**src/include/wwdt_pkg.sv**
```systemverilog
package wwdt_pkg;

  ////////////////////////////////////////////////////////////////////////////
  // clock and timing, times in their own unit
  localparam int CLK_PERIOD_NS = 4;
  localparam int WD_TIMEOUT_US = 1000;
  localparam int LATE_WINDOW_US = 1000;
  localparam int RESET_PERIOD_US = 200;
  // timeout and late limit are longest times: round down
  localparam int WD_TIMEOUT_CYC = (WD_TIMEOUT_US * 1000) / CLK_PERIOD_NS;
  localparam int LATE_WINDOW_CYC = (LATE_WINDOW_US * 1000) / CLK_PERIOD_NS;
  // reset period is a least time: round up
  localparam int RESET_PERIOD_CYC =
    (RESET_PERIOD_US * 1000 + CLK_PERIOD_NS - 1) / CLK_PERIOD_NS;

  // early limit is the late limit shifted right, one shift per ratio select code 00, 01 and 11
  localparam logic [4:0] WIN_SHIFT_SEL0 = 5'h03;
  localparam logic [4:0] WIN_SHIFT_SEL1 = 5'h04;
  localparam logic [4:0] WIN_SHIFT_SEL3 = 5'h06;

  ////////////////////////////////////////////////////////////////////////////
  // register port
  localparam int ADDR_W = 8;
  localparam int DATA_W = 32;
  localparam logic [7:0] OFS_CTRL = 8'h00;
  localparam logic [7:0] OFS_STATUS = 8'h04;
  localparam logic [7:0] OFS_MASK = 8'h08;
  localparam logic [7:0] OFS_STATE = 8'h0c;
  localparam logic [7:0] OFS_COUNT = 8'h10;

  // control fields
  localparam int CTRL_WINDOWED_BIT = 0;
  localparam logic CTRL_WINDOWED_RST = 1'b1;

  // status and mask fields
  localparam int EVT_W = 4;
  localparam int EVT_EARLY_BIT = 0;
  localparam int EVT_LATE_BIT = 1;
  localparam int EVT_TIMEOUT_BIT = 2;
  localparam int EVT_RELEASE_BIT = 3;
  localparam logic [3:0] STATUS_RST = 4'h0;
  localparam logic [3:0] MASK_RST = 4'h0;

  // state register fields
  localparam int STATE_RSTN_BIT = 0;
  localparam int STATE_PRIM_BIT = 1;
  localparam int STATE_SEC_BIT = 2;
  localparam int STATE_FSM_LSB = 4;

  ////////////////////////////////////////////////////////////////////////////
  // supervisor states, gray along hold -> run <-> off
  typedef enum logic [1:0] {
    WWDT_HOLD = 2'b00,
    WWDT_RUN = 2'b01,
    WWDT_OFF = 2'b11
  } wwdt_state_t;

endpackage

```
**src/logic/wwdt_sync.sv**
```systemverilog
`timescale 1ns/100ps
module wwdt_sync #(
  parameter logic INIT = 1'b0
) (
  // clock and reset
  input wire logic core_clk,
  input wire logic rst,
  // pin side
  input wire logic pin_in,
  // core side
  output logic level_out,
  output logic edge_out
);

  logic meta_q;
  logic s2_q;
  logic s3_q;
  logic level_q;
  logic edge_q;
  logic agree;

  // a change counts only once the second and third stage agree
  assign agree = (s2_q == s3_q);

  // three stage chain; meta_q is read by s2_q only
  always_ff @(posedge core_clk or posedge rst) begin
    if (rst) begin
      meta_q <= INIT;
      s2_q <= INIT;
      s3_q <= INIT;
      level_q <= INIT;
      edge_q <= 1'b0;
    end else begin
      meta_q <= pin_in;
      s2_q <= meta_q;
      s3_q <= s2_q;
      level_q <= agree ? s3_q : level_q;
      edge_q <= agree && (s3_q != level_q);
    end
  end

  assign level_out = level_q;
  assign edge_out = edge_q;

endmodule

```
**src/logic/wwdt_top.sv**
```systemverilog
`timescale 1ns/100ps
// Overview of operation
// window selects pick ratio or switch off
// windowed: select a high, b low disables watchdog
// standard: kick edge before timeout, else reset
// standard counter clears on kick, held in reset
// windowed: too early or late kick resets
// windowed counter starts after reset released
// windowed counter clears on valid kick, reset
// keep-alive low holds primary output on
// primary off after enable low, keep-alive released
// secondary output follows its enable input
// off input low disables watchdog
// reset held full period after condition ends
// kick synchronised, both edges, timings parameterised
module wwdt_top
  import wwdt_pkg::*;
#(
  parameter logic [31:0] TIMEOUT_CYC = 32'(WD_TIMEOUT_CYC),
  parameter logic [31:0] LATE_CYC = 32'(LATE_WINDOW_CYC),
  parameter logic [31:0] RESET_CYC = 32'(RESET_PERIOD_CYC)
) (
  // clock and reset
  input wire logic core_clk,
  input wire logic rst,
  // watchdog pins
  input wire logic watchdog_kick_in,
  input wire logic window_select_a,
  input wire logic window_select_b,
  input wire logic watchdog_off_n,
  // supply monitor: output below its reset threshold
  input wire logic supply_low,
  // regulator control pins
  input wire logic primary_output_turn_on,
  input wire logic regulator_keep_alive_n,
  input wire logic secondary_output_turn_on,
  // register port
  input wire logic [ADDR_W-1:0] reg_addr,
  input wire logic [DATA_W-1:0] reg_wr_data,
  input wire logic reg_wr,
  input wire logic reg_rd,
  output logic [DATA_W-1:0] reg_rd_data,
  // outputs to the system
  output logic reset_out_n,
  output logic primary_regulator_output,
  output logic secondary_regulator_output,
  output logic irq
);

  ////////////////////////////////////////////////////////////////////////////
  // synchronised pins

  logic kick_edge;
  logic sel_a_s;
  logic sel_b_s;
  logic off_n_s;
  logic supply_low_s;
  logic prim_en_s;
  logic keep_n_s;
  logic sec_en_s;

  // kick pin, both edges reported as one pulse
  wwdt_sync #(.INIT(1'b0)) u_sync_kick (
    .core_clk(core_clk),
    .rst(rst),
    .pin_in(watchdog_kick_in),
    .level_out(),
    .edge_out(kick_edge)
  );

  // window select straps
  wwdt_sync #(.INIT(1'b0)) u_sync_sel_a (
    .core_clk(core_clk),
    .rst(rst),
    .pin_in(window_select_a),
    .level_out(sel_a_s),
    .edge_out()
  );

  wwdt_sync #(.INIT(1'b0)) u_sync_sel_b (
    .core_clk(core_clk),
    .rst(rst),
    .pin_in(window_select_b),
    .level_out(sel_b_s),
    .edge_out()
  );

  // off input idles high so the watchdog is enabled out of reset
  wwdt_sync #(.INIT(1'b1)) u_sync_off (
    .core_clk(core_clk),
    .rst(rst),
    .pin_in(watchdog_off_n),
    .level_out(off_n_s),
    .edge_out()
  );

  // supply monitor; starts low-asserted so reset is held until it settles
  wwdt_sync #(.INIT(1'b1)) u_sync_supply (
    .core_clk(core_clk),
    .rst(rst),
    .pin_in(supply_low),
    .level_out(supply_low_s),
    .edge_out()
  );

  wwdt_sync #(.INIT(1'b0)) u_sync_prim (
    .core_clk(core_clk),
    .rst(rst),
    .pin_in(primary_output_turn_on),
    .level_out(prim_en_s),
    .edge_out()
  );

  wwdt_sync #(.INIT(1'b1)) u_sync_keep (
    .core_clk(core_clk),
    .rst(rst),
    .pin_in(regulator_keep_alive_n),
    .level_out(keep_n_s),
    .edge_out()
  );

  wwdt_sync #(.INIT(1'b0)) u_sync_sec (
    .core_clk(core_clk),
    .rst(rst),
    .pin_in(secondary_output_turn_on),
    .level_out(sec_en_s),
    .edge_out()
  );

  ////////////////////////////////////////////////////////////////////////////
  // registers and next values

  wwdt_state_t state_q;
  wwdt_state_t state_d;
  logic [31:0] wd_cnt_q;
  logic [31:0] wd_cnt_d;
  logic [31:0] rst_cnt_q;
  logic [31:0] rst_cnt_d;
  logic windowed_q;
  logic windowed_d;
  logic [EVT_W-1:0] status_q;
  logic [EVT_W-1:0] status_d;
  logic [EVT_W-1:0] mask_q;
  logic [EVT_W-1:0] mask_d;
  logic [DATA_W-1:0] rd_data_q;
  logic [DATA_W-1:0] rd_data_d;
  logic reset_n_q;
  logic reset_n_d;
  logic prim_q;
  logic prim_d;
  logic sec_q;
  logic sec_d;
  logic irq_q;
  logic irq_d;

  ////////////////////////////////////////////////////////////////////////////
  // window limits and disable decode

  logic [4:0] win_shift;
  logic [31:0] early_lim;
  logic sel_disable;
  logic wd_disable;

  // code 10 is the off code, the other three pick a ratio
  assign sel_disable = sel_a_s & ~sel_b_s;
  assign win_shift = ({sel_a_s, sel_b_s} == 2'b01) ? WIN_SHIFT_SEL1 :
                     ({sel_a_s, sel_b_s} == 2'b11) ? WIN_SHIFT_SEL3 :
                     WIN_SHIFT_SEL0;
  assign early_lim = LATE_CYC >> win_shift;
  // selects only matter in the windowed variant
  assign wd_disable = ~off_n_s | (windowed_q & sel_disable);

  ////////////////////////////////////////////////////////////////////////////
  // fault detection

  logic in_run;
  logic to_hit;
  logic late_hit;
  logic kick_early;
  logic kick_valid;
  logic fault_timeout;
  logic fault_late;
  logic fault_early;
  logic fault;

  assign in_run = (state_q == WWDT_RUN);
  assign to_hit = (wd_cnt_q >= (TIMEOUT_CYC - 32'h1));
  assign late_hit = (wd_cnt_q >= (LATE_CYC - 32'h1));
  assign kick_early = windowed_q & kick_edge & (wd_cnt_q < early_lim);
  // a kick in the last cycle still counts as in time
  assign fault_timeout = in_run & ~windowed_q & ~kick_edge & to_hit;
  assign fault_late = in_run & windowed_q & ~kick_edge & late_hit;
  assign fault_early = in_run & kick_early;
  assign fault = fault_timeout | fault_late | fault_early;
  assign kick_valid = kick_edge & ~kick_early;

  ////////////////////////////////////////////////////////////////////////////
  // supervisor state machine

  logic hold_done;

  assign hold_done = ~supply_low_s & (rst_cnt_q >= (RESET_CYC - 32'h1));

  always_comb begin
    state_d = state_q;
    unique case (state_q)
      WWDT_HOLD: begin
        if (hold_done) begin
          state_d = wd_disable ? WWDT_OFF : WWDT_RUN;
        end
      end
      WWDT_RUN: begin
        if (supply_low_s || fault) begin
          state_d = WWDT_HOLD;
        end else if (wd_disable) begin
          state_d = WWDT_OFF;
        end
      end
      WWDT_OFF: begin
        if (supply_low_s) begin
          state_d = WWDT_HOLD;
        end else if (!wd_disable) begin
          state_d = WWDT_RUN;
        end
      end
      default: begin
        state_d = WWDT_HOLD;
      end
    endcase
  end

  ////////////////////////////////////////////////////////////////////////////
  // counters

  // reset period restarts while the supply is still low
  assign rst_cnt_d = (state_q != WWDT_HOLD) ? 32'h0 :
                     supply_low_s ? 32'h0 :
                     hold_done ? rst_cnt_q :
                     rst_cnt_q + 32'h1;

  // held at zero outside run, so counting begins only after release
  assign wd_cnt_d = !in_run ? 32'h0 :
                    kick_valid ? 32'h0 :
                    to_hit && !windowed_q ? wd_cnt_q :
                    late_hit && windowed_q ? wd_cnt_q :
                    wd_cnt_q + 32'h1;

  // reset output follows the state the machine is entering
  assign reset_n_d = (state_d != WWDT_HOLD);

  ////////////////////////////////////////////////////////////////////////////
  // regulator enables

  // keep-alive can only extend an output already on, never start one
  assign prim_d = prim_en_s | (prim_q & ~keep_n_s);
  assign sec_d = sec_en_s;

  ////////////////////////////////////////////////////////////////////////////
  // register port decode

  logic wr_ctrl;
  logic wr_status;
  logic wr_mask;
  logic [EVT_W-1:0] evt_set;
  logic [EVT_W-1:0] evt_clr;
  logic released;

  assign wr_ctrl = reg_wr & (reg_addr == OFS_CTRL);
  assign wr_status = reg_wr & (reg_addr == OFS_STATUS);
  assign wr_mask = reg_wr & (reg_addr == OFS_MASK);
  assign released = (state_q == WWDT_HOLD) & (state_d != WWDT_HOLD);

  assign evt_set = {released, fault_timeout, fault_late, fault_early};
  assign evt_clr = wr_status ? reg_wr_data[EVT_W-1:0] : 4'h0;
  // a new event wins over a write-one-to-clear in the same cycle
  assign status_d = (status_q & ~evt_clr) | evt_set;
  assign mask_d = wr_mask ? reg_wr_data[EVT_W-1:0] : mask_q;
  assign windowed_d = wr_ctrl ? reg_wr_data[CTRL_WINDOWED_BIT] : windowed_q;
  assign irq_d = |(status_d & mask_d);

  // read mux; unmapped offsets read as zero
  logic [DATA_W-1:0] rd_state;

  assign rd_state = {26'h0, state_q, 1'b0, sec_q, prim_q, reset_n_q};
  assign rd_data_d = !reg_rd ? 32'h0 :
                     (reg_addr == OFS_CTRL) ? {31'h0, windowed_q} :
                     (reg_addr == OFS_STATUS) ? {28'h0, status_q} :
                     (reg_addr == OFS_MASK) ? {28'h0, mask_q} :
                     (reg_addr == OFS_STATE) ? rd_state :
                     (reg_addr == OFS_COUNT) ? wd_cnt_q :
                     32'h0;

  ////////////////////////////////////////////////////////////////////////////
  // state flops

  always_ff @(posedge core_clk or posedge rst) begin
    if (rst) begin
      state_q <= WWDT_HOLD;
      wd_cnt_q <= 32'h0;
      rst_cnt_q <= 32'h0;
      reset_n_q <= 1'b0;
    end else begin
      state_q <= state_d;
      wd_cnt_q <= wd_cnt_d;
      rst_cnt_q <= rst_cnt_d;
      reset_n_q <= reset_n_d;
    end
  end

  // software visible flops
  always_ff @(posedge core_clk or posedge rst) begin
    if (rst) begin
      windowed_q <= CTRL_WINDOWED_RST;
      status_q <= STATUS_RST;
      mask_q <= MASK_RST;
      rd_data_q <= 32'h0;
      irq_q <= 1'b0;
    end else begin
      windowed_q <= windowed_d;
      status_q <= status_d;
      mask_q <= mask_d;
      rd_data_q <= rd_data_d;
      irq_q <= irq_d;
    end
  end

  // regulator flops; both outputs start off
  always_ff @(posedge core_clk or posedge rst) begin
    if (rst) begin
      prim_q <= 1'b0;
      sec_q <= 1'b0;
    end else begin
      prim_q <= prim_d;
      sec_q <= sec_d;
    end
  end

  ////////////////////////////////////////////////////////////////////////////
  // outputs

  assign reset_out_n = reset_n_q;
  assign primary_regulator_output = prim_q;
  assign secondary_regulator_output = sec_q;
  assign irq = irq_q;
  assign reg_rd_data = rd_data_q;

endmodule

```
**config.mk**
```make
export PLATFORM = sky130hd
export DESIGN_NAME = wwdt_top
export DESIGN_NICKNAME = d
export VERILOG_FILES = /design/src/include/wwdt_pkg.sv /design/src/logic/wwdt_sync.sv /design/src/logic/wwdt_top.sv
export SDC_FILE = /design/constraint.sdc
export NUM_CORES = 1
export LEC_CHECK = 0
export BUFFER_PORTS_ARGS = -buffer_cell sky130_fd_sc_hd__clkbuf_2
export CAP_MARGIN = 40
export CORE_ASPECT_RATIO = 1.2
export CORE_MARGIN = 4
export CORE_UTILIZATION = 62
export DETAILED_ROUTE_END_ITERATION = 6
export PLACE_DENSITY = 0.95
export SYNTH_ARGS = -nofsm -noshare
export SYNTH_HDL_FRONTEND = slang
export SYNTH_HIERARCHICAL = 1
export SYNTH_SLANG_ARGS = --single-unit
```
**constraint.sdc**
```tcl
create_clock -name core_clk -period 5.77 [get_ports core_clk]
set_input_delay 0.2885 -clock core_clk [delete_from_list [all_inputs] [get_ports core_clk]]
set_output_delay 0.2885 -clock core_clk [all_outputs]
set_load 0.02 [all_outputs]
```
==> results <==
- The total number of placement rows is 39.
- The H-tree generated during clock tree synthesis spans 4 levels.
- The type of the worst min-delay path is in -> reg.
- The global router's overall resource usage is 0.250.
- Routability-driven placement finished with a final weighted congestion of 0.890.
- The finished cells cover 0.00719 mm².
- At the later pin of the worst-skew pair, clock insertion delay measures 420 ps.
- The routed design has 13.3 mm of wire.
- The mapped netlist covers 0.00606 mm².
- The cell family with the largest share of critical-path delay is compound AO/OA/AOI/OAI gates.
- Traced cell by cell, the critical path runs through inv_1 -> nor2_1 -> inv_1 -> ha_1 -> a21oi_1 -> o21ai_0 -> a221oi_1 -> a31oi_2 -> a2111oi_0 -> a2111o_1.
- Synthesis produced 529 cells.
- The pre-antenna-repair detailed-routing pass consisted of 5 iterations.
- The detail route stage leaves a number of antenna-violating nets equal to 0.
- The data arrival at the endpoint of the critical path is 3260 ps.
- Entering global routing, the biggest net connects 74 pins.
- The peak supply drop is 0.306 mV.
- In this run the post-CTS setup repair buffer count came out at 0.
- The clock drives 144 sinks.
- The detailed placement HPWL is 8.40 mm.
- The first global-routing pass estimated 22.1 mm of wire.
- The transition time of the tightest slew-check pin is 782 ps.
- The cell leakage power is 0.00349 µW.
- The slowest cell on the critical path is sky130_fd_sc_hd__a2111oi_0.
- The highest cell delay on the worst timing path is 620 ps.
- The critical path contains buffers and inverters numbering 2 combined.
- The final setup TNS is 0 ps.
- The DRC violations left is 0.
- The startpoint kind of the worst setup timing path is a register.
- The clock buffer count from CTS is 17.
- The upper clock frequency limit is 345 MHz.
- The worst pin sits at a relative slew slack of 0.475.
- The share of final-layout standard cells stronger than drive strength 1 is 0.205.
- The cell type with the highest occurrence count on the critical path is sky130_fd_sc_hd__inv_1.
- The die covers 0.0114 mm².
- The count of non-filler cells in the finished layout is 743.
- The longest clock path from root to sink contains 2 buffers.
- The required time at the endpoint of the critical path is 6130 ps.
- The run finished with clean final reports.
- For this configuration, the core starts out at a cell density of 0.637.
- The number of placed instances, taps included, is 702.
- The final-report setup violation count is 0.
- From bottom edge to top edge, the die measures 116 µm.
- The number of antenna violations at the first check in global routing is 0.
- The routed wirelength normalized by instance count is 17.9 µm.
- After filler insertion, the fill cell instance count of the layout stands at 536.
- The number of maximum-capacitance constraint violations is 0.
- The via count of the first global-routing pass is 4542.
- The total power consumption of the routed design is 2240 µW.
- Port buffering added 59 buffers.
- After clock tree synthesis, the clock-pin slew on the worst setup and hold paths is 60 ps.
- Dividing the synthesized area by the synthesized cell count gives 11.5 µm².
- The width of the die is 98.3 µm.
- In this run, the number of DRC markers left after iteration 0 of detailed routing was 366.
- The time the worst path needs with I/O delays and setup is 2900 ps.
- The final clock skew is 8.25 ps.
- TritonCTS built the clock tree.
- The number of pins exceeding their max-slew limit in the final report was 0.
- Setup repair after global routing left no endpoint under its margin.
- The class of the most critical setup path is reg -> reg.
- The count of endpoints failing hold in the final timing report was 0.
- The post-route clock period utilization is 0.503.
- The critical-path maximum fanout is 6.
- The final global-route overflow total is 0.
- The antenna cell count is 0.
- The area growth from synthesis to layout is 18.6%.
- Once placement finished, the instance area stood at 0.00651 mm².
- The number of top-level design ports is 88.
- For this block, the via count after detailed routing is 4415.
- The endpoint type of the worst setup path is a register.
- The power density over the cells is 312 mW/mm².
- In the routed layout, each cell is associated on average with a via count of 5.94.
- In the final design database the tool counted 676 nets.
- During synthesis, Yosys emitted a total of 6 warnings.
- The area of the placeable core is 0.00952 mm².
- The clock tree root driver cell is sky130_fd_sc_hd__clkbuf_16.
## routing by layer
metal,wire length [µm],track usage,up-vias
li1,-,-,1977
met1,5050,0.286,2197
met2,7020,0.432,191
met3,774,0.0657,50
met4,457,0.137,0
met5,0,0,-
## registers in the layout, indices dropped and copies added (netlist names), 2 cells and up
signal and cells:
wd_cnt_q 32, status_q 4, rst_cnt_q 32, mask_q 4, state_q 2, reg_rd_data 32
## per-stage QoR
stage	util	setup slack, ps	hold WS, ps
6_report	0.755	2870	149
5_1_grt	0.755	2750	150
4_1_cts	0.755	3020	135
3_5_place_dp	0.685	3030	319
3_3_place_gp	0.681	3170	306
2_1_floorplan	-	2550	54.6
## placed cells by master, fill, tap and decap left out, types with 10 or more instances in the layout
cell type / count
sky130_fd_sc_hd__a21oi_1: 12
sky130_fd_sc_hd__nand4_1: 15
sky130_fd_sc_hd__nor4_1: 12
sky130_fd_sc_hd__clkbuf_2: 59
sky130_fd_sc_hd__ha_1: 17
sky130_fd_sc_hd__clkbuf_16: 17
sky130_fd_sc_hd__xor2_1: 16
sky130_fd_sc_hd__nor2_1: 47
sky130_fd_sc_hd__xnor2_1: 14
sky130_fd_sc_hd__dfstp_2: 13
sky130_fd_sc_hd__inv_1: 24
sky130_fd_sc_hd__dfrtp_1: 131
sky130_fd_sc_hd__nand3_1: 15
sky130_fd_sc_hd__nand2_1: 24
sky130_fd_sc_hd__and2_1: 44
sky130_fd_sc_hd__nor2b_1: 17
sky130_fd_sc_hd__o21ai_0: 16
sky130_fd_sc_hd__and3_1: 10
## cell type report
type	instances	area [µm²]	share of cell area
Clock buffer	20	447	0.0622
Multi-Input combinational cell	347	2300	0.320
Inverter	25	96.3	0.0134
Timing Repair Buffer	72	433	0.0602
Sequential cell	144	3620	0.504
Tap cell	123	154	0.0214
Clock inverter	12	135	0.0188
## final timing paths
path	cells past startpoint	end	startpoint	slack [ps]
setup / recovery	10	irq	u_sync_sel_b/level_out	2870
hold / removal	2	mask_q[3]	reg_wr_data[3]	150
setup reg to reg	10	irq	u_sync_sel_b/level_out	2870
hold reg to reg	0	u_sync_kick/s2_q	u_sync_kick/meta_q	350
max in group asynchronous	5	wd_cnt_q[12]	rst	4310
min in group asynchronous	3	u_sync_sel_a/s3_q	rst	440
## worst register-to-register path: cells and delay by family (launching register included)
family | cells | cell delay (ps)
AOI/OAI and AO/OA | 6 | 1650
DFF | 1 | 460
adders and majority gates | 1 | 310
and+or+nand+nor | 1 | 220
buffers and inverters | 2 | 210
## power breakdown
group	leakage [µW]	internal (µW)	total (µW)	switching (µW)
Clock	0.000285	650	1080	426
Combinational	0.00132	42.7	110	67.3
Sequential	0.00189	1040	1060	19.7
Total	0.00349	1730	2240	513
## repair_timing
action | CTS | global route
hold buffers | 9 | 0
setup endpoints to repair | 0 | 0
gates resized for setup | 0 | 0
endpoints found under the hold margin | 29 | 0
No activity file was read; power rests on OpenSTA's default activity.
